==> src/clksw_pkg.sv <==
package clksw_pkg;

	////////////////////////////////////////////////////////////////////////////////
	// register map (byte addresses)
	localparam logic [3:0] OSC_CTRL_OFS = 4'h0;
	localparam logic [3:0] CFG_OFS      = 4'h4;

	// osc_control_reg field positions
	localparam int CUR_SRC_LSB = 12;
	localparam int NEW_SRC_LSB = 8;
	localparam int LOCK_BIT    = 5;
	localparam int FAIL_BIT    = 3;
	localparam int SEC_EN_BIT  = 1;
	localparam int REQ_BIT     = 0;

	// config_word_two field positions
	localparam int CFG_MON_LSB      = 0;
	localparam int CFG_INIT_SRC_LSB = 2;
	localparam int CFG_PRESCALE_LSB = 5;
	localparam int CFG_SYSDIV_LSB   = 8;
	localparam int CFG_USB_EN_BIT   = 10;
	localparam int CFG_WDOG_EN_BIT  = 11;
	localparam int CFG_PRI_XT_BIT  = 12;

	// reset values
	localparam logic [15:0] CFG_RESET     = 16'h1003;
	localparam logic [2:0]  NEW_SRC_RESET = 3'h0;

	// unlock keys
	localparam logic [7:0] KEY_HI_1 = 8'h78;
	localparam logic [7:0] KEY_HI_2 = 8'h9a;
	localparam logic [7:0] KEY_LO_1 = 8'h46;
	localparam logic [7:0] KEY_LO_2 = 8'h57;

	// source select codes
	localparam logic [2:0] SRC_FAST_RC     = 3'h0;
	localparam logic [2:0] SRC_FAST_RC_PLL = 3'h1;
	localparam logic [2:0] SRC_PRI         = 3'h2;
	localparam logic [2:0] SRC_PRI_PLL     = 3'h3;
	localparam logic [2:0] SRC_SEC         = 3'h4;
	localparam logic [2:0] SRC_SLOW_RC     = 3'h5;

	// oscillator indices
	localparam logic [1:0] OSC_FAST_RC = 2'h0;
	localparam logic [1:0] OSC_PRI     = 2'h1;
	localparam logic [1:0] OSC_SEC     = 2'h2;
	localparam logic [1:0] OSC_SLOW_RC = 2'h3;

	// timing and divider constants
	localparam logic [3:0] NEW_SRC_WAIT    = 4'ha;
	localparam logic [1:0] USB_DIV         = 2'h2;
	localparam logic [4:0] SYS_BRANCH_BASE = 5'h03;

	typedef enum logic [2:0] {
		ULK_IDLE = 3'b001,
		ULK_KEY1 = 3'b010,
		ULK_OPEN = 3'b100
	} ulk_t;

	typedef enum logic [4:0] {
		SW_IDLE    = 5'b00001,
		SW_COMPARE = 5'b00010,
		SW_START   = 5'b00100,
		SW_COUNT   = 5'b01000,
		SW_SWAP    = 5'b10000
	} sw_state_t;

	// oscillator that feeds a source code
	function automatic logic [1:0] src_osc(input logic [2:0] src);
		case (src)
			SRC_PRI, SRC_PRI_PLL: src_osc = OSC_PRI;
			SRC_SEC:              src_osc = OSC_SEC;
			SRC_SLOW_RC:          src_osc = OSC_SLOW_RC;
			default:              src_osc = OSC_FAST_RC;
		endcase
	endfunction : src_osc

	function automatic logic src_pll(input logic [2:0] src);
		src_pll = (src == SRC_FAST_RC_PLL) || (src == SRC_PRI_PLL);
	endfunction : src_pll

	// prescaler ratio from the three-bit code
	function automatic logic [3:0] prescale_div(input logic [2:0] code);
		case (code)
			3'h6:    prescale_div = 4'h8;
			3'h7:    prescale_div = 4'hc;
			default: prescale_div = 4'(code) + 4'h1;
		endcase
	endfunction : prescale_div

endpackage : clksw_pkg

==> src/clock_switch_and_usb_pll.sv <==
// Functional notes
// - switching and fail-safe monitor allowed only when monitor config equals 00
// - switching disabled: new-source ignored, current source shows initial config
// - switching disabled: switch request has no effect and reads zero
// - equal current and new sources abort the switch and clear the request
// - valid switch start clears lock status and clock-fail flag
// - start new oscillator; wait start-up timer for crystal, lock for PLL
// - wait ten cycles of the new source before swapping
// - on success clear request and copy new source into current source
// - old source off, except low-power RC or secondary when still needed
// - processor keeps running; bus never stalls during a switch
// - no direct switch between primary PLL and fast RC PLL modes
// - PLL kept running for the 48 MHz USB clock while USB enabled
// - prescaler to 4 MHz, 96 MHz multiplier, USB branch /2, system /3
// - system divider 00..11 gives 32, 16, 8, 4 MHz
// - prescaler codes 000-101 divide 1-6, 110 by 8, 111 by 12
// - four selectable oscillators: primary, secondary, fast RC, low-power RC
//
// Chosen here: the Avalon-MM register port and the address map.
`timescale 1ns/10ps
module clock_switch_and_usb_pll (
	// clock and reset
	input  wire logic        CLK_SYS,
	input  wire logic        RESETN,
	// avalon-mm slave
	input  wire logic [3:0]  AVS_ADDRESS,
	input  wire logic        AVS_READ,
	input  wire logic        AVS_WRITE,
	input  wire logic [3:0]  AVS_BYTEENABLE,
	input  wire logic [31:0] AVS_WRITEDATA,
	output logic      [31:0] AVS_READDATA,
	output logic             AVS_WAITREQUEST,
	// oscillator status pins
	input  wire logic [3:0]  OSC_CLK_IN,
	input  wire logic        STARTUP_DONE,
	input  wire logic        PLL_LOCKED,
	input  wire logic        CLK_FAIL,
	// clock control outputs
	output logic      [3:0]  OSC_ENABLE,
	output logic             PLL_ENABLE,
	output logic      [2:0]  SYS_CLK_SRC,
	output logic             SWITCH_BUSY,
	output logic      [3:0]  PLL_PRESCALE_DIV,
	output logic      [4:0]  SYS_BRANCH_DIV,
	output logic      [1:0]  USB_BRANCH_DIV
);
	import clksw_pkg::*;

	logic        rst_meta_q;
	logic        rst_n;
	logic [2:0]  pin_meta_q;
	logic [2:0]  pin_sync_q;
	logic        ost_s;
	logic        lock_s;
	logic        fail_s;
	logic        ack_q;
	logic [31:0] rdata_q;
	logic [15:0] rd_osc;
	logic        wr_osc;
	logic        wr_cfg;
	logic        wr_hi;
	logic        wr_lo;
	logic [15:0] cfg_q;
	ulk_t        ulk_hi_q;
	ulk_t        ulk_lo_q;
	logic [2:0]  new_src_q;
	logic [2:0]  cur_src_q;
	logic [2:0]  cur_eff;
	logic        req_q;
	logic        lock_q;
	logic        fail_q;
	logic        sec_en_q;
	sw_state_t   state_q;
	sw_state_t   state_d;
	logic        sw_en;
	logic        usb_en;
	logic        wdog_en;
	logic        bad_pair;
	logic        src_ready;
	logic        cnt_start;
	logic        cnt_done;
	logic        start_clr;
	logic [3:0]  osc_en_d;

	////////////////////////////////////////////////////////////////////////////////
	// reset release through two flops
	always_ff @(posedge CLK_SYS or negedge RESETN) begin
		if (!RESETN) begin
			rst_meta_q <= 1'b0;
			rst_n      <= 1'b0;
		end else begin
			rst_meta_q <= 1'b1;
			rst_n      <= rst_meta_q;
		end
	end

	// pin synchronisers
	always_ff @(posedge CLK_SYS or negedge rst_n) begin
		if (!rst_n) begin
			pin_meta_q <= 3'h0;
			pin_sync_q <= 3'h0;
		end else begin
			pin_meta_q <= {CLK_FAIL, PLL_LOCKED, STARTUP_DONE};
			pin_sync_q <= pin_meta_q;
		end
	end
	assign ost_s  = pin_sync_q[0];
	assign lock_s = pin_sync_q[1];
	assign fail_s = pin_sync_q[2];

	////////////////////////////////////////////////////////////////////////////////
	// bus slave: one wait state, answer never held off by a switch
	always_ff @(posedge CLK_SYS or negedge rst_n) begin
		if (!rst_n) begin
			ack_q <= 1'b0;
		end else begin
			ack_q <= (AVS_READ | AVS_WRITE) & ~ack_q;
		end
	end
	assign AVS_WAITREQUEST = (AVS_READ | AVS_WRITE) & ~ack_q;

	assign wr_osc = AVS_WRITE & ack_q & (AVS_ADDRESS == OSC_CTRL_OFS);
	assign wr_cfg = AVS_WRITE & ack_q & (AVS_ADDRESS == CFG_OFS);
	assign wr_hi  = wr_osc & AVS_BYTEENABLE[1];
	assign wr_lo  = wr_osc & AVS_BYTEENABLE[0];

	// register read image
	always_comb begin
		rd_osc = 16'h0000;
		rd_osc[CUR_SRC_LSB +: 3] = cur_eff;
		rd_osc[NEW_SRC_LSB +: 3] = new_src_q;
		rd_osc[LOCK_BIT]         = lock_q;
		rd_osc[FAIL_BIT]         = fail_q;
		rd_osc[SEC_EN_BIT]       = sec_en_q;
		rd_osc[REQ_BIT]          = req_q & sw_en;
	end

	// read data captured in the wait cycle; unmapped reads give zero
	always_ff @(posedge CLK_SYS or negedge rst_n) begin
		if (!rst_n) begin
			rdata_q <= 32'h0000_0000;
		end else if (AVS_READ && !ack_q) begin
			case (AVS_ADDRESS)
				OSC_CTRL_OFS: rdata_q <= {16'h0000, rd_osc};
				CFG_OFS:      rdata_q <= {16'h0000, cfg_q};
				default:      rdata_q <= 32'h0000_0000;
			endcase
		end
	end
	assign AVS_READDATA = rdata_q;

	// configuration word, byte-wise writable
	always_ff @(posedge CLK_SYS or negedge rst_n) begin
		if (!rst_n) begin
			cfg_q <= CFG_RESET;
		end else if (wr_cfg) begin
			if (AVS_BYTEENABLE[0]) cfg_q[7:0]  <= AVS_WRITEDATA[7:0];
			if (AVS_BYTEENABLE[1]) cfg_q[15:8] <= AVS_WRITEDATA[15:8];
		end
	end
	assign sw_en   = (cfg_q[CFG_MON_LSB +: 2] == 2'b00);
	assign usb_en  = cfg_q[CFG_USB_EN_BIT];
	assign wdog_en = cfg_q[CFG_WDOG_EN_BIT];

	////////////////////////////////////////////////////////////////////////////////
	// unlock detectors, one per control byte
	function automatic ulk_t ulk_next(input ulk_t st, input logic [7:0] d,
			input logic [7:0] k1, input logic [7:0] k2);
		case (st)
			ULK_IDLE: ulk_next = (d == k1) ? ULK_KEY1 : ULK_IDLE;
			ULK_KEY1: ulk_next = (d == k2) ? ULK_OPEN : ((d == k1) ? ULK_KEY1 : ULK_IDLE);
			default:  ulk_next = ULK_IDLE;
		endcase
	endfunction : ulk_next

	always_ff @(posedge CLK_SYS or negedge rst_n) begin
		if (!rst_n) begin
			ulk_hi_q <= ULK_IDLE;
			ulk_lo_q <= ULK_IDLE;
		end else begin
			if (wr_hi) ulk_hi_q <= ulk_next(ulk_hi_q, AVS_WRITEDATA[15:8], KEY_HI_1, KEY_HI_2);
			if (wr_lo) ulk_lo_q <= ulk_next(ulk_lo_q, AVS_WRITEDATA[7:0], KEY_LO_1, KEY_LO_2);
		end
	end

	// new source written only right after the high-byte unlock
	always_ff @(posedge CLK_SYS or negedge rst_n) begin
		if (!rst_n) begin
			new_src_q <= NEW_SRC_RESET;
		end else if (wr_hi && ulk_hi_q == ULK_OPEN) begin
			new_src_q <= AVS_WRITEDATA[NEW_SRC_LSB +: 3];
		end
	end

	// secondary enable held by software
	always_ff @(posedge CLK_SYS or negedge rst_n) begin
		if (!rst_n) begin
			sec_en_q <= 1'b0;
		end else if (wr_lo && ulk_lo_q == ULK_OPEN) begin
			sec_en_q <= AVS_WRITEDATA[SEC_EN_BIT];
		end
	end

	////////////////////////////////////////////////////////////////////////////////
	// switch sequencer
	assign bad_pair  = (src_pll(new_src_q) && src_pll(cur_src_q));
	assign start_clr = (state_q == SW_COMPARE) && (new_src_q != cur_src_q) && !bad_pair;
	assign src_ready = src_pll(new_src_q) ? lock_s :
		((src_osc(new_src_q) == OSC_PRI && cfg_q[CFG_PRI_XT_BIT]) ? ost_s : 1'b1);
	assign cnt_start = (state_q == SW_START) && src_ready;

	always_comb begin
		state_d = state_q;
		case (state_q)
			SW_IDLE:    if (req_q) state_d = SW_COMPARE;
			SW_COMPARE: state_d = start_clr ? SW_START : SW_IDLE;
			SW_START:   if (src_ready) state_d = SW_COUNT;
			SW_COUNT:   if (cnt_done) state_d = SW_SWAP;
			SW_SWAP:    state_d = SW_IDLE;
			default:    state_d = SW_IDLE;
		endcase
		if (!sw_en) state_d = SW_IDLE;
	end

	always_ff @(posedge CLK_SYS or negedge rst_n) begin
		if (!rst_n) begin
			state_q <= SW_IDLE;
		end else begin
			state_q <= state_d;
		end
	end

	// ten edges of the new source before the swap
	new_clk_counter new_clk_counter_inst (
		.clk     (CLK_SYS),
		.rst_n   (rst_n),
		.start   (cnt_start),
		.sel     (src_osc(new_src_q)),
		.osc_clk (OSC_CLK_IN),
		.done    (cnt_done)
	);

	// switch request: set by unlocked low-byte write, cleared by hardware
	always_ff @(posedge CLK_SYS or negedge rst_n) begin
		if (!rst_n) begin
			req_q <= 1'b0;
		end else if (!sw_en) begin
			req_q <= 1'b0;
		end else if (wr_lo && ulk_lo_q == ULK_OPEN && AVS_WRITEDATA[REQ_BIT]) begin
			req_q <= 1'b1;
		end else if ((state_q == SW_COMPARE && !start_clr) || state_q == SW_SWAP) begin
			req_q <= 1'b0;
		end
	end

	// current source; tracks initial config while switching is off
	always_ff @(posedge CLK_SYS or negedge rst_n) begin
		if (!rst_n) begin
			cur_src_q <= NEW_SRC_RESET;
		end else if (!sw_en) begin
			cur_src_q <= cfg_q[CFG_INIT_SRC_LSB +: 3];
		end else if (state_q == SW_SWAP) begin
			cur_src_q <= new_src_q;
		end
	end
	assign cur_eff = sw_en ? cur_src_q : cfg_q[CFG_INIT_SRC_LSB +: 3];

	// lock status: set wins over the start-of-switch clear
	always_ff @(posedge CLK_SYS or negedge rst_n) begin
		if (!rst_n) begin
			lock_q <= 1'b0;
		end else begin
			lock_q <= lock_s | (lock_q & ~start_clr);
		end
	end

	// clock-fail flag: monitor sets, start or software write of 0 clears
	always_ff @(posedge CLK_SYS or negedge rst_n) begin
		if (!rst_n) begin
			fail_q <= 1'b0;
		end else if (fail_s && sw_en) begin
			fail_q <= 1'b1;
		end else if (start_clr || (wr_lo && ulk_lo_q == ULK_OPEN && !AVS_WRITEDATA[FAIL_BIT])) begin
			fail_q <= 1'b0;
		end
	end

	////////////////////////////////////////////////////////////////////////////////
	// oscillator and PLL enables
	always_comb begin
		osc_en_d = 4'h0;
		osc_en_d[src_osc(cur_eff)] = 1'b1;
		if (state_q != SW_IDLE) osc_en_d[src_osc(new_src_q)] = 1'b1;
		if (wdog_en || sw_en) osc_en_d[OSC_SLOW_RC] = 1'b1;
		if (sec_en_q) osc_en_d[OSC_SEC] = 1'b1;
		if (usb_en) osc_en_d[OSC_PRI] = 1'b1;
	end

	always_ff @(posedge CLK_SYS or negedge rst_n) begin
		if (!rst_n) begin
			OSC_ENABLE  <= 4'h1;
			PLL_ENABLE  <= 1'b0;
			SYS_CLK_SRC <= NEW_SRC_RESET;
			SWITCH_BUSY <= 1'b0;
		end else begin
			OSC_ENABLE  <= osc_en_d;
			PLL_ENABLE  <= usb_en | src_pll(cur_eff) |
				(state_q != SW_IDLE && src_pll(new_src_q));
			SYS_CLK_SRC <= cur_eff;
			SWITCH_BUSY <= state_d != SW_IDLE;
		end
	end

	// USB PLL divider settings
	always_ff @(posedge CLK_SYS or negedge rst_n) begin
		if (!rst_n) begin
			PLL_PRESCALE_DIV <= 4'h1;
			SYS_BRANCH_DIV   <= SYS_BRANCH_BASE;
			USB_BRANCH_DIV   <= USB_DIV;
		end else begin
			PLL_PRESCALE_DIV <= prescale_div(cfg_q[CFG_PRESCALE_LSB +: 3]);
			SYS_BRANCH_DIV   <= SYS_BRANCH_BASE << cfg_q[CFG_SYSDIV_LSB +: 2];
			USB_BRANCH_DIV   <= USB_DIV;
		end
	end
endmodule : clock_switch_and_usb_pll

==> src/new_clk_counter.sv <==
`timescale 1ns/10ps
module new_clk_counter (
	// clock and reset
	input  wire logic       clk,
	input  wire logic       rst_n,
	// control
	input  wire logic       start,
	input  wire logic [1:0] sel,
	input  wire logic [3:0] osc_clk,
	// status
	output logic            done
);
	import clksw_pkg::*;

	logic [3:0] meta_q;
	logic [3:0] sync_q;
	logic [3:0] last_q;
	logic [3:0] cnt_q;
	logic       edge_w;

	////////////////////////////////////////////////////////////////////////////////
	// two-flop synchronisers for the raw oscillator clocks
	always_ff @(posedge clk or negedge rst_n) begin
		if (!rst_n) begin
			meta_q <= 4'h0;
			sync_q <= 4'h0;
			last_q <= 4'h0;
		end else begin
			meta_q <= osc_clk;
			sync_q <= meta_q;
			last_q <= sync_q;
		end
	end

	// rising edge of the selected source
	assign edge_w = sync_q[sel] & ~last_q[sel];

	// count edges of the new source after start
	always_ff @(posedge clk or negedge rst_n) begin
		if (!rst_n) begin
			cnt_q <= 4'h0;
		end else if (start) begin
			cnt_q <= 4'h0;
		end else if (edge_w && cnt_q != NEW_SRC_WAIT) begin
			cnt_q <= cnt_q + 4'h1;
		end
	end

	assign done = (cnt_q == NEW_SRC_WAIT) & ~start;

endmodule : new_clk_counter
==> config.mk <==
export PLATFORM = sky130hd
export DESIGN_NAME = clock_switch_and_usb_pll
export DESIGN_NICKNAME = d
export VERILOG_FILES = /design/src/clksw_pkg.sv /design/src/clock_switch_and_usb_pll.sv /design/src/new_clk_counter.sv
export SDC_FILE = /design/constraint.sdc
export NUM_CORES = 1
export LEC_CHECK = 0
export BUFFER_PORTS_ARGS = -buffer_cell sky130_fd_sc_hd__buf_2
export CORE_MARGIN = 2
export CORE_UTILIZATION = 53
export DETAILED_ROUTE_END_ITERATION = 8
export GPL_TIMING_DRIVEN = 0
export PLACE_DENSITY = 0.87
export SLEW_MARGIN = 20
export SYNTH_ARGS = -nofsm -noshare
export SYNTH_HDL_FRONTEND = slang
export SYNTH_SLANG_ARGS = --single-unit
==> constraint.sdc <==
create_clock -name CLK_SYS -period 3.85 [get_ports CLK_SYS]
set_clock_uncertainty 0.1 [all_clocks]
set_input_delay 0.1925 -clock CLK_SYS [delete_from_list [all_inputs] [get_ports CLK_SYS]]
set_output_delay 0.1925 -clock CLK_SYS [all_outputs]
set_load 0.05 [all_outputs]
==> results.sh, run 1 <==
export IMPL_seqPwrFrac_pct=47.9
export IMPL_cpMaxStageDelayCell="or4b_2"
export IMPL_vias=3087
export IMPL_ir_drop_uv=314.2
export IMPL_power_leakage_nw=2.466
export IMPL_hold_path_class="in2async"
export IMPL_yosysUniqueCellTypes=55
export IMPL_syn_inst=362
export IMPL_cp_top_family="simple AND/OR/NAND/NOR gates"
export IMPL_reg2reg_depth=7
export IMPL_syn_area_per_cell_um2=11.31
export IMPL_path_depth=6
export IMPL_io_buffers=67
export IMPL_grt_pass1_wl_um=14270
export IMPL_finalCritPeriodShare_pct=55.42
export IMPL_drtAntennaViolNets=0
export IMPL_synth_edff_count=0
export IMPL_ios=104
export IMPL_stdcell_area_um2=5104
export IMPL_clk_pin_slew_ns=0.08
export IMPL_fp_row_count=32
export IMPL_core_area_um2=7607
export IMPL_switching_power_mw=0.8838
export IMPL_cts_sinks=96
export IMPL_n_antenna_cell=0
export IMPL_synth_ff_type="dfrtp_1"
export IMPL_path_cells="dlygate4sd3_1 -> buf_2 -> nor4bb_1 -> nand2_1 -> or4b_2 -> o21ai_0"
export IMPL_gr_total_overflow=0
export IMPL_synthTopCellsByArea="dfrtp_1 53%, dfstp_2 6.4%, nand2_1 4.5%"
export IMPL_critPathArrivalTime_ns=2.31
export IMPL_grt_max_degree=52
export IMPL_htreeDepth=3
export IMPL_drt_initial_drc_count=235
export IMPL_wl_um=8608
export IMPL_globalplace_congestion=0.8133
export IMPL_root_buffer="clkbuf_8"
export IMPL_cp_slowest_stage_delay_ns=0.62
export IMPL_synthArstFlopShare_pct=100.0
export IMPL_finalHoldViolCount=0
export IMPL_cts_repair_resized=0
export IMPL_cap_viol_max_count=0
export IMPL_initial_core_util_pct=53.80
export IMPL_clk_latency_ns=0.37
export IMPL_synth_top_area_share_pct=52.58
export IMPL_final_common_cell="dfrtp_1"
export IMPL_combinationalPowerShare_pct=24.7
export IMPL_max_freq_ghz=0.4687
export IMPL_fin_hold_ws_ns=0.02797
export IMPL_die_h_um=91.88
export IMPL_clock_power_share_pct=27.4
export IMPL_setup_worst_path_end_class="flop"
export IMPL_dieWidth_um=91.88
export IMPL_ys_warn_count=0
export IMPL_die_area_um2=8441
export IMPL_power_switching_share_pct=34.00
export IMPL_drc=0
export IMPL_powerDensity_nw_per_um2=509.4
export IMPL_track_usage_pct=21.87
export IMPL_worst_path_buf_inv=2
export IMPL_setup_violations=0
export IMPL_rsz0062_at_grt="no"
export IMPL_setup_tns_ns=0
export IMPL_syn_area_um2=4093
export IMPL_fill_cells=563
export IMPL_synth_top_area_cell="dfrtp_1"
export IMPL_cts_buffer_depth=2
export IMPL_first_pass_iters=4
export IMPL_cts_made_buffers=9
export IMPL_cp_required_ns=4.03
export IMPL_drive_above_1_share_pct=27.93
export IMPL_maxSlewHeadroom_pct=46.18
export IMPL_first_global_vias=3022
export IMPL_worstMarginPinSlew_ns=0.8043
export IMPL_most_common_layout_cells="85 x dfrtp_1, 68 x buf_2, 49 x nand2_1"
export IMPL_ys_seq_area_share_pct=59.00
export IMPL_via_per_inst=5.241
export IMPL_nNetsFinal=539
export IMPL_worstSetupStartpointType="input port"
export IMPL_placed_cell_area_um2=4651
export IMPL_syn_to_final_growth_pct=24.70
export IMPL_wl_per_cell_um=14.61
export IMPL_antenna_found_initial=0
export IMPL_maxSlewViolCount=0
export IMPL_path_max_fanout=3
export IMPL_dp_hpwl_um=6111
export IMPL_p_int_mw=1.716
export IMPL_ys_ff_latch=96
export IMPL_status="completed"
export IMPL_finalCriticalPeriod_ns=2.134
export IMPL_critical_path_class="in2reg"
export IMPL_cts_tree="done"
## power by group through the flow
stage	registers [mW]	clock network [mW]	logic, mW
global placement	1.27	0	0.592
finish	1.25	0.711	0.642
detailed placement	1.27	0	0.621
global route	1.27	0.770	0.693
CTS	1.25	0.717	0.643
floorplan	1.46	0	0.261
## cell families after synthesis
group | count (synthesis) | synth area share [%]
XOR/XNOR | 6 | 1.284
adder cells (fa/ha/maj) | 6 | 1.834
buffers and inverters | 44 | 5.717
AND/OR/NAND/NOR | 117 | 15.13
other | 2 | 0.1835
AO/OA/AOI/OAI | 71 | 11.19
multiplexers | 20 | 5.656
flip-flops | 96 | 59.00
## flip-flops by register name, indices dropped and copies added, names as in the netlist, 5 cells and up
name	flops
SYS_BRANCH_DIV	5
cfg_q	16
AVS_READDATA	16
state_q	5
## final timing paths
| path | startpoint | end | slack [ns] |
|---|---|---|---|
| worst max-delay path | AVS_WRITEDATA[8] | ulk_hi_q[2]$_DFFE_PN0P_ | 1.72 |
| worst min-delay path | RESETN | rst_n$_DFF_PN0_ | 0.03 |
| worst max register to register | cfg_q[1]$_DFFE_PN1P_ | OSC_ENABLE[1]$_DFF_PN0_ | 1.80 |
| worst min register to register | rst_n$_DFF_PN0_ | cfg_q[11]$_DFFE_PN0P_ | 0.23 |
| max in group asynchronous | rst_n$_DFF_PN0_ | cfg_q[0]$_DFFE_PN1P_ | 2.75 |
| min in group CLK_SYS | AVS_WRITEDATA[10] | new_src_q[2]$_DFFE_PN0P_ | 0.03 |
## synth_stat cells (all sizes together), types with 3 or more instances
| master | count |
|---|---|
| dfrtp | 86 |
| nand2 | 49 |
| o21ai | 28 |
| nor2 | 20 |
| buf | 19 |
| inv | 16 |
| mux2 | 16 |
| dfstp | 10 |
| a21oi | 9 |
| a22oi | 9 |
| clkbuf | 9 |
| nor3 | 8 |
| ha | 6 |
| nand3b | 6 |
| nand2b | 5 |
| mux2i | 4 |
| nand3 | 4 |
| a31oi | 3 |
| and2 | 3 |
| nand4 | 3 |
| nor4b | 3 |
| nor4bb | 3 |
| o31ai | 3 |
| or2 | 3 |
| xnor2 | 3 |
| xor2 | 3 |
## final cells by class
class                   count  area, um^2  area share, %
plain buffers              28       173.9          3.408
clock buffers              11       131.4          2.574
clock inverters             5       81.33          1.594
inverters                  16       60.06          1.177
multi-input cells         239        1508          29.54
flip-flops and latches     96        2419          47.39
well taps                 102       127.6          2.501
repair buffers             92       603.1          11.82
## repair_timing
action,4_1_cts,5_1_grt
buffers inserted,0,0
hold endpoints to repair,25,0
hold buffers,24,0
## per-layer routing
metal	vias to the layer above	track usage, %	share of wire, %
met5	-	0	0
met4	0	11.19	4.2
met3	31	4.601	5.6
met2	116	35.05	47
met1	1465	28.25	43
li1	1475	-	-
## metrics by stage
step	power [mW]	worst slack, ns	std cells	util (%)
6_report	2.600	1.716	589	67.09
5_1_grt	2.727	1.613	589	67.09
4_1_cts	2.606	1.788	589	67.09
3_5_place_dp	1.887	1.834	549	61.13
3_3_place_gp	1.861	0.07329	548	60.72
2_1_floorplan	1.724	0.8954	379	-
No activity file was read; power rests on OpenSTA's default activity.
==> inputs of run 2 (changes only) <==
--- a/config.mk
+++ b/config.mk
@@ -7,10 +7,10 @@
 export LEC_CHECK = 0
 export BUFFER_PORTS_ARGS = -buffer_cell sky130_fd_sc_hd__buf_2
 export CORE_MARGIN = 2
-export CORE_UTILIZATION = 53
+export CORE_UTILIZATION = 48
 export DETAILED_ROUTE_END_ITERATION = 8
 export GPL_TIMING_DRIVEN = 0
-export PLACE_DENSITY = 0.87
+export PLACE_DENSITY = 0.83
 export SLEW_MARGIN = 20
 export SYNTH_ARGS = -nofsm -noshare
 export SYNTH_HDL_FRONTEND = slang
==> constraint.sdc (replaced) <==
create_clock -name CLK_SYS -period 1.8 [get_ports CLK_SYS]
set_clock_uncertainty 0.1 [all_clocks]
set_input_delay 0.09 -clock CLK_SYS [delete_from_list [all_inputs] [get_ports CLK_SYS]]
set_output_delay 0.09 -clock CLK_SYS [all_outputs]
set_load 0.05 [all_outputs]
==> run 2 against run 1 <==
Effect of this change: the run now ends with hold timing, setup timing left; sequential share of layout area fell by 2.1 points; non-clock buffer count rose by 15; highest routed layer unchanged; clock power grew 100%; global-route usage is 0.91 points higher; combinational power is 140% higher; wire length rose by 19%; clock-buffer cell count down 1; design area grew 4.8%; worst hold slack worse by 0.029 ns; setup slack got worse by 1.7 ns; sequential cell count unchanged; power rose by 120%.
==> results.sh, run 2 (same netlist as run 1, synthesis figures left out) <==
export IMPL_antenna_found_initial=1
export IMPL_cap_viol_max_count=0
export IMPL_io_buffers=67
export IMPL_globalplace_congestion=0.8807
export IMPL_most_common_layout_cells="84 x dfrtp_1, 68 x buf_2, 49 x nand2_1"
export IMPL_grt_max_degree=62
export IMPL_fill_cells=620
export IMPL_cts_tree="done"
export IMPL_track_usage_pct=22.78
export IMPL_clock_power_share_pct=25.6
export IMPL_status="finished, violations left"
export IMPL_maxSlewHeadroom_pct=63.05
export IMPL_nNetsFinal=554
export IMPL_first_global_vias=3198
export IMPL_power_leakage_nw=2.563
export IMPL_setup_worst_path_end_class="flop"
export IMPL_drt_initial_drc_count=285
export IMPL_finalCriticalPeriod_ns=1.832
export IMPL_cp_required_ns=1.99
export IMPL_dp_hpwl_um=6412
export IMPL_gr_usage_met3_pct=4.229
export IMPL_clk_latency_ns=0.37
export IMPL_cp_slowest_stage_delay_ns=0.40
export IMPL_worstSetupStartpointType="flop"
export IMPL_fin_hold_ws_ns=-0.0006773
export IMPL_wl_um=10230
export IMPL_core_area_um2=8258
export IMPL_worstMarginPinSlew_ns=0.5543
export IMPL_critPathArrivalTime_ns=2.02
export IMPL_multi_input_area_um2=1617
export IMPL_clk_pin_slew_ns=0.09
export IMPL_dieWidth_um=96.34
export IMPL_finalCritPeriodShare_pct=101.8
export IMPL_setup_violations=1
export IMPL_p_int_mw=3.653
export IMPL_hold_path_class="in2reg"
export IMPL_die_h_um=96.34
export IMPL_cts_made_buffers=9
export IMPL_via_per_inst=5.493
export IMPL_syn_to_final_growth_pct=30.69
export IMPL_combinationalPowerShare_pct=27.1
export IMPL_cpMaxStageDelayCell="dfrtp_1"
export IMPL_finalHoldViolCount=1
export IMPL_use_met2_pct=38.14
export IMPL_seq_area_um2=2420
export IMPL_grt_pass1_wl_um=15730
export IMPL_rsz0062_at_grt="yes"
export IMPL_drive_above_1_share_pct=34.06
export IMPL_die_area_um2=9281
export IMPL_powerDensity_nw_per_um2=1057
export IMPL_power_switching_share_pct=35.36
export IMPL_postLayoutCoreUtil_pct=64.77
export IMPL_fin_ws_ns=-0.03247
export IMPL_grt_busiest_layer="met2"
export IMPL_critical_path_class="reg2reg"
export IMPL_initial_core_util_pct=49.56
export IMPL_max_freq_ghz=0.5457
export IMPL_maxSlewViolCount=0
export IMPL_fp_row_count=33
export IMPL_ir_drop_uv=602.8
export IMPL_dpl_worst_slack_ns=-0.2412
export IMPL_cp_top_family="simple AND/OR/NAND/NOR gates"
export IMPL_drtAntennaViolNets=0
export IMPL_use_met1_pct=27.86
export IMPL_path_cells="or2_4 -> a21oi_2 -> o21ai_1 -> a211o_1 -> or3_4"
export IMPL_cts_buffer_depth=2
export IMPL_vias=3340
export IMPL_worst_path_buf_inv=0
export IMPL_violations="hold timing, setup timing"
export IMPL_first_pass_iters=7
export IMPL_root_buffer="clkbuf_8"
export IMPL_path_max_fanout=4
export IMPL_gr_total_overflow=0
export IMPL_drc=0
export IMPL_ios=104
export IMPL_htreeDepth=3
export IMPL_seqPwrFrac_pct=47.4
export IMPL_final_common_cell="dfrtp_1"
export IMPL_cts_sinks=96
export IMPL_switching_power_mw=1.998
export IMPL_wl_per_cell_um=16.83
-- run 2: changes by cell type in the layout (fill, tap and decap cells not counted), sizes merged --
cell / before / now
buf: 87 / 98
bufinv: 2 / 1
clkbuf: 20 / 18
clkinv: 1 / 2
clkinvlp: 1 / 2
diode: 0 / 1
dlygate4sd3: 24 / 29
-- run 2: layout make-up --
| cell class | instances | share of cell area (%) |
|---|---|---|
| plain buffers | 27 | 3.322 |
| clock inverters | 6 | 1.263 |
| flip-flops and latches | 96 | 45.24 |
| multi-input cells | 239 | 30.22 |
| clock buffers | 10 | 2.573 |
| inverters | 16 | 1.123 |
| repair buffers | 108 | 13.75 |
| diodes | 1 | 0.04678 |
| well taps | 105 | 2.456 |
-- run 2: path summary, 6_finish.rpt --
check                      slack (ns)  cells past startpoint                      end                  from
setup / recovery                -0.03                      5     state_q[0]$_DFF_PN1_  state_q[3]$_DFF_PN0_
hold / removal                -0.0007                      3  ulk_hi_q[2]$_DFFE_PN0P_     AVS_BYTEENABLE[1]
setup reg to reg                -0.03                      5     state_q[0]$_DFF_PN1_  state_q[3]$_DFF_PN0_
hold reg to reg                  0.18                      0  pin_sync_q[1]$_DFF_PN0_       rst_n$_DFF_PN0_
max in group asynchronous        0.72                      1  OSC_ENABLE[0]$_DFF_PN1_       rst_n$_DFF_PN0_
min in group asynchronous        0.18                      0  pin_sync_q[1]$_DFF_PN0_       rst_n$_DFF_PN0_
-- run 2: worst min-delay path: cells and delay by family --
family                 cells  cell delay, ns
buffers and inverters      1            0.11
and+or+nand+nor            1            0.16
AOI/OAI and AO/OA          1            0.07
-- run 2: metrics by stage --
stage                     instances  setup TNS, ns  total power [mW]  instance area (um^2)
after global routing            608        -0.1227             5.907                  5349
after global placement          551         -32.69             3.983                  4624
after detailed placement        552         -1.375             4.044                  4654
after CTS                       598              0             5.541                  5187
final                           608       -0.03247             5.652                  5349
after floorplan                 379              0             3.687                  4158
-- run 2: routing by layer --
metal	routed length (um)	share of wire, %
met1	4012	39
met2	5158	50
met3	670	6.5
met4	393	3.8
met5	0	0
-- run 2: what timing repair did --
action / 4_1_cts / 5_1_grt
gates resized for setup: 8 / 26
endpoints found under the setup margin: 19 / 20
pin swaps: 1 / 9
buffers inserted: 2 / 9
hold buffers: 29 / 0
endpoints found under the hold margin: 34 / 0
-- run 2: power groups by stage --
stage	combinational (mW)	sequential [mW]	clock, mW
2_1_floorplan	0.558	3.13	0
3_3_place_gp	1.27	2.71	0
3_5_place_dp	1.34	2.71	0
4_1_cts	1.40	2.67	1.47
5_1_grt	1.64	2.72	1.55
6_report	1.53	2.68	1.44
==> inputs of run 3 (changes only) <==
--- a/config.mk
+++ b/config.mk
@@ -11,6 +11,7 @@
 export DETAILED_ROUTE_END_ITERATION = 8
 export GPL_TIMING_DRIVEN = 0
 export PLACE_DENSITY = 0.83
+export SETUP_SLACK_MARGIN = 0.4
 export SLEW_MARGIN = 20
 export SYNTH_ARGS = -nofsm -noshare
 export SYNTH_HDL_FRONTEND = slang
==> run 3 against run 2 <==
Effect of this change: cell count is 6.4% higher; register-to-register slack better by 0.04 ns; critical endpoint is now req_q$_DFFE_PN0P_; sequential cell count stayed put; largest power group unchanged; die area stayed put; combinational power is 31% higher; fmax is 2.0% higher; sequential share of layout area is 6.6 points lower; setup slack better by 0.036 ns; wire length is 38% higher; via count is 13% higher; the flow now finishes without violations; highest routed layer unchanged.
==> results.sh, run 3 (same netlist as run 1, synthesis figures left out) <==
export IMPL_wl_um=14110
export IMPL_power_leakage_nw=2.943
export IMPL_ff2ff_setup_slack_ns=0.004
export IMPL_cp_required_ns=1.95
export IMPL_cts_sinks=96
export IMPL_clock_power_share_pct=23.2
export IMPL_first_pass_iters=8
export IMPL_core_area_um2=8258
export IMPL_initial_core_util_pct=49.56
export IMPL_root_buffer="clkbuf_8"
export IMPL_cp_slowest_stage_delay_ns=0.47
export IMPL_switching_power_mw=2.284
export IMPL_antenna_found_initial=0
export IMPL_syn_to_final_growth_pct=53.35
export IMPL_clk_pin_slew_ns=0.10
export IMPL_htreeDepth=3
export IMPL_finalCritPeriodShare_pct=99.79
export IMPL_ir_drop_uv=555.1
export IMPL_maxSlewHeadroom_pct=52.59
export IMPL_fin_ws_ns=0.003787
export IMPL_cts_made_buffers=9
export IMPL_p_int_mw=3.840
export IMPL_drtAntennaViolNets=0
export IMPL_drc=0
export IMPL_seqPwrFrac_pct=44.2
export IMPL_powerDensity_nw_per_um2=975.7
export IMPL_cpMaxStageDelayCell="dfrtp_2"
export IMPL_seq_area_um2=2425
export IMPL_setup_tns_ns=0
export IMPL_die_area_um2=9281
export IMPL_critical_path_class="reg2reg"
export IMPL_most_common_layout_cells="80 x dfrtp_1, 67 x buf_2, 54 x buf_4"
export IMPL_ios=104
export IMPL_hold_start="AVS_WRITEDATA[8]"
export IMPL_grt_max_degree=56
export IMPL_final_common_cell="dfrtp_1"
export IMPL_fp_row_count=33
export IMPL_vias=3787
export IMPL_cap_viol_max_count=0
export IMPL_power_switching_share_pct=37.30
export IMPL_grt_pass1_wl_um=17720
export IMPL_status="completed"
export IMPL_first_global_vias=3571
export IMPL_cts_buffer_depth=2
export IMPL_globalplace_congestion=0.8432
export IMPL_cp_top_family="compound AO/OA/AOI/OAI gates"
export IMPL_worstMarginPinSlew_ns=0.7111
export IMPL_min_delay_path_depth=5
export IMPL_path_max_fanout=3
export IMPL_postLayoutCoreUtil_pct=76.00
export IMPL_dp_hpwl_um=6523
export IMPL_finalHoldViolCount=0
export IMPL_max_freq_ghz=0.5567
export IMPL_cts_tree="done"
export IMPL_gr_total_overflow=0
export IMPL_r2r_start="new_src_q[2]$_DFFE_PN0P_"
export IMPL_nNetsFinal=594
export IMPL_track_usage_pct=25.67
export IMPL_path_cells="nor4_4 -> a31oi_4 -> o32a_1 -> o211ai_1 -> a21oi_1"
export IMPL_setup_violations=0
export IMPL_rsz0062_at_grt="yes"
export IMPL_io_buffers=67
export IMPL_worstSetupStartpointType="flop"
export IMPL_dieWidth_um=96.34
export IMPL_via_per_inst=5.853
export IMPL_setup_worst_path_end_class="flop"
export IMPL_clk_latency_ns=0.38
export IMPL_fin_hold_ws_ns=0.06947
export IMPL_fill_cells=480
export IMPL_hold_end="ulk_hi_q[2]$_DFFE_PN0P_"
export IMPL_worst_path_buf_inv=0
export IMPL_critPathArrivalTime_ns=1.94
export IMPL_n_antenna_cell=0
export IMPL_die_h_um=96.34
export IMPL_drive_above_1_share_pct=51.85
export IMPL_hold_path_class="in2reg"
export IMPL_reg2reg_depth=5
export IMPL_wl_per_cell_um=21.81
export IMPL_combinationalPowerShare_pct=32.7
export IMPL_dpl_worst_slack_ns=-0.1070
export IMPL_r2r_end="req_q$_DFFE_PN0P_"
export IMPL_multi_input_area_um2=2041
export IMPL_maxSlewViolCount=0
export IMPL_drt_initial_drc_count=370
export IMPL_finalCriticalPeriod_ns=1.796
run 3: cell types whose count changed in the layout (fill, tap and decap cells not counted), sizes merged:
cell / change
dlygate4sd3: -3
bufinv: -1
clkbuf: +1
buf: +45
clkinv: -2
diode: -1
run 3: power groups by stage:
stage               clock network [mW]  registers (mW)  logic, mW
finish                            1.42            2.70       2.00
detailed placement                   0            2.72       1.38
floorplan                            0            3.13      0.582
CTS                               1.38            2.67       1.72
global route                      1.50            2.74       2.09
global placement                     0            2.71       1.31
run 3: final cells by class:
class                   instances  area share, %
inverters                      16          1.077
repair buffers                147          18.54
flip-flops and latches         96          38.64
plain buffers                  28          4.067
clock inverters                 3         0.3788
well taps                     105          2.093
multi-input cells             239          32.52
clock buffers                  13          2.691
run 3: worst max-delay path by stage:
stage	start	end	slack, ns	cells past startpoint
final	new_src_q[2]$_DFFE_PN0P_	req_q$_DFFE_PN0P_	0.004	5
after global routing	cur_src_q[2]$_DFFE_PN0P_	req_q$_DFFE_PN0P_	-0.03	5
after CTS	state_q[3]$_DFF_PN0_	OSC_ENABLE[2]$_DFF_PN0_	0.09	3
after detailed placement	cfg_q[0]$_DFFE_PN1P_	OSC_ENABLE[2]$_DFF_PN0_	-0.11	7
after global placement	cfg_q[0]$_DFFE_PN1P_	OSC_ENABLE[2]$_DFF_PN0_	-0.09	7
after floorplan	state_q[3]$_DFF_PN0_	OSC_ENABLE[1]$_DFF_PN0_	0.12	3
run 3: routing by layer:
layer | up-vias | track usage [%] | part of all wire [%]
met5 | - | 0 | 0
met4 | 0 | 15.02 | 7.5
li1 | 1584 | - | -
met3 | 89 | 4.072 | 8.2
met2 | 289 | 43.75 | 49
met1 | 1825 | 30.68 | 35
run 3: timing repair:
item / CTS / global route
endpoints found under the hold margin: 33 / 0
setup buffers: 35 / 15
gates resized for setup: 75 / 102
setup endpoints to repair: 59 / 63
hold buffers: 26 / 0
gates cloned: 0 / 3
pin swaps: 29 / 33
run 3: through the flow:
step           power, mW  instances  instance area (um^2)
6_report           6.124        647                  6276
3_5_place_dp       4.092        552                  4716
2_1_floorplan      3.714        379                  4229
3_3_place_gp       4.018        551                  4696
4_1_cts            5.774        629                  5752
5_1_grt            6.326        647                  6276
run 3: worst reg2reg max path, cell delays in order (launching register included):
cell      delay, ns
dfrtp_2        0.47
nor4_4         0.39
a31oi_4        0.07
o32a_1         0.21
o211ai_1       0.28
a21oi_1        0.15
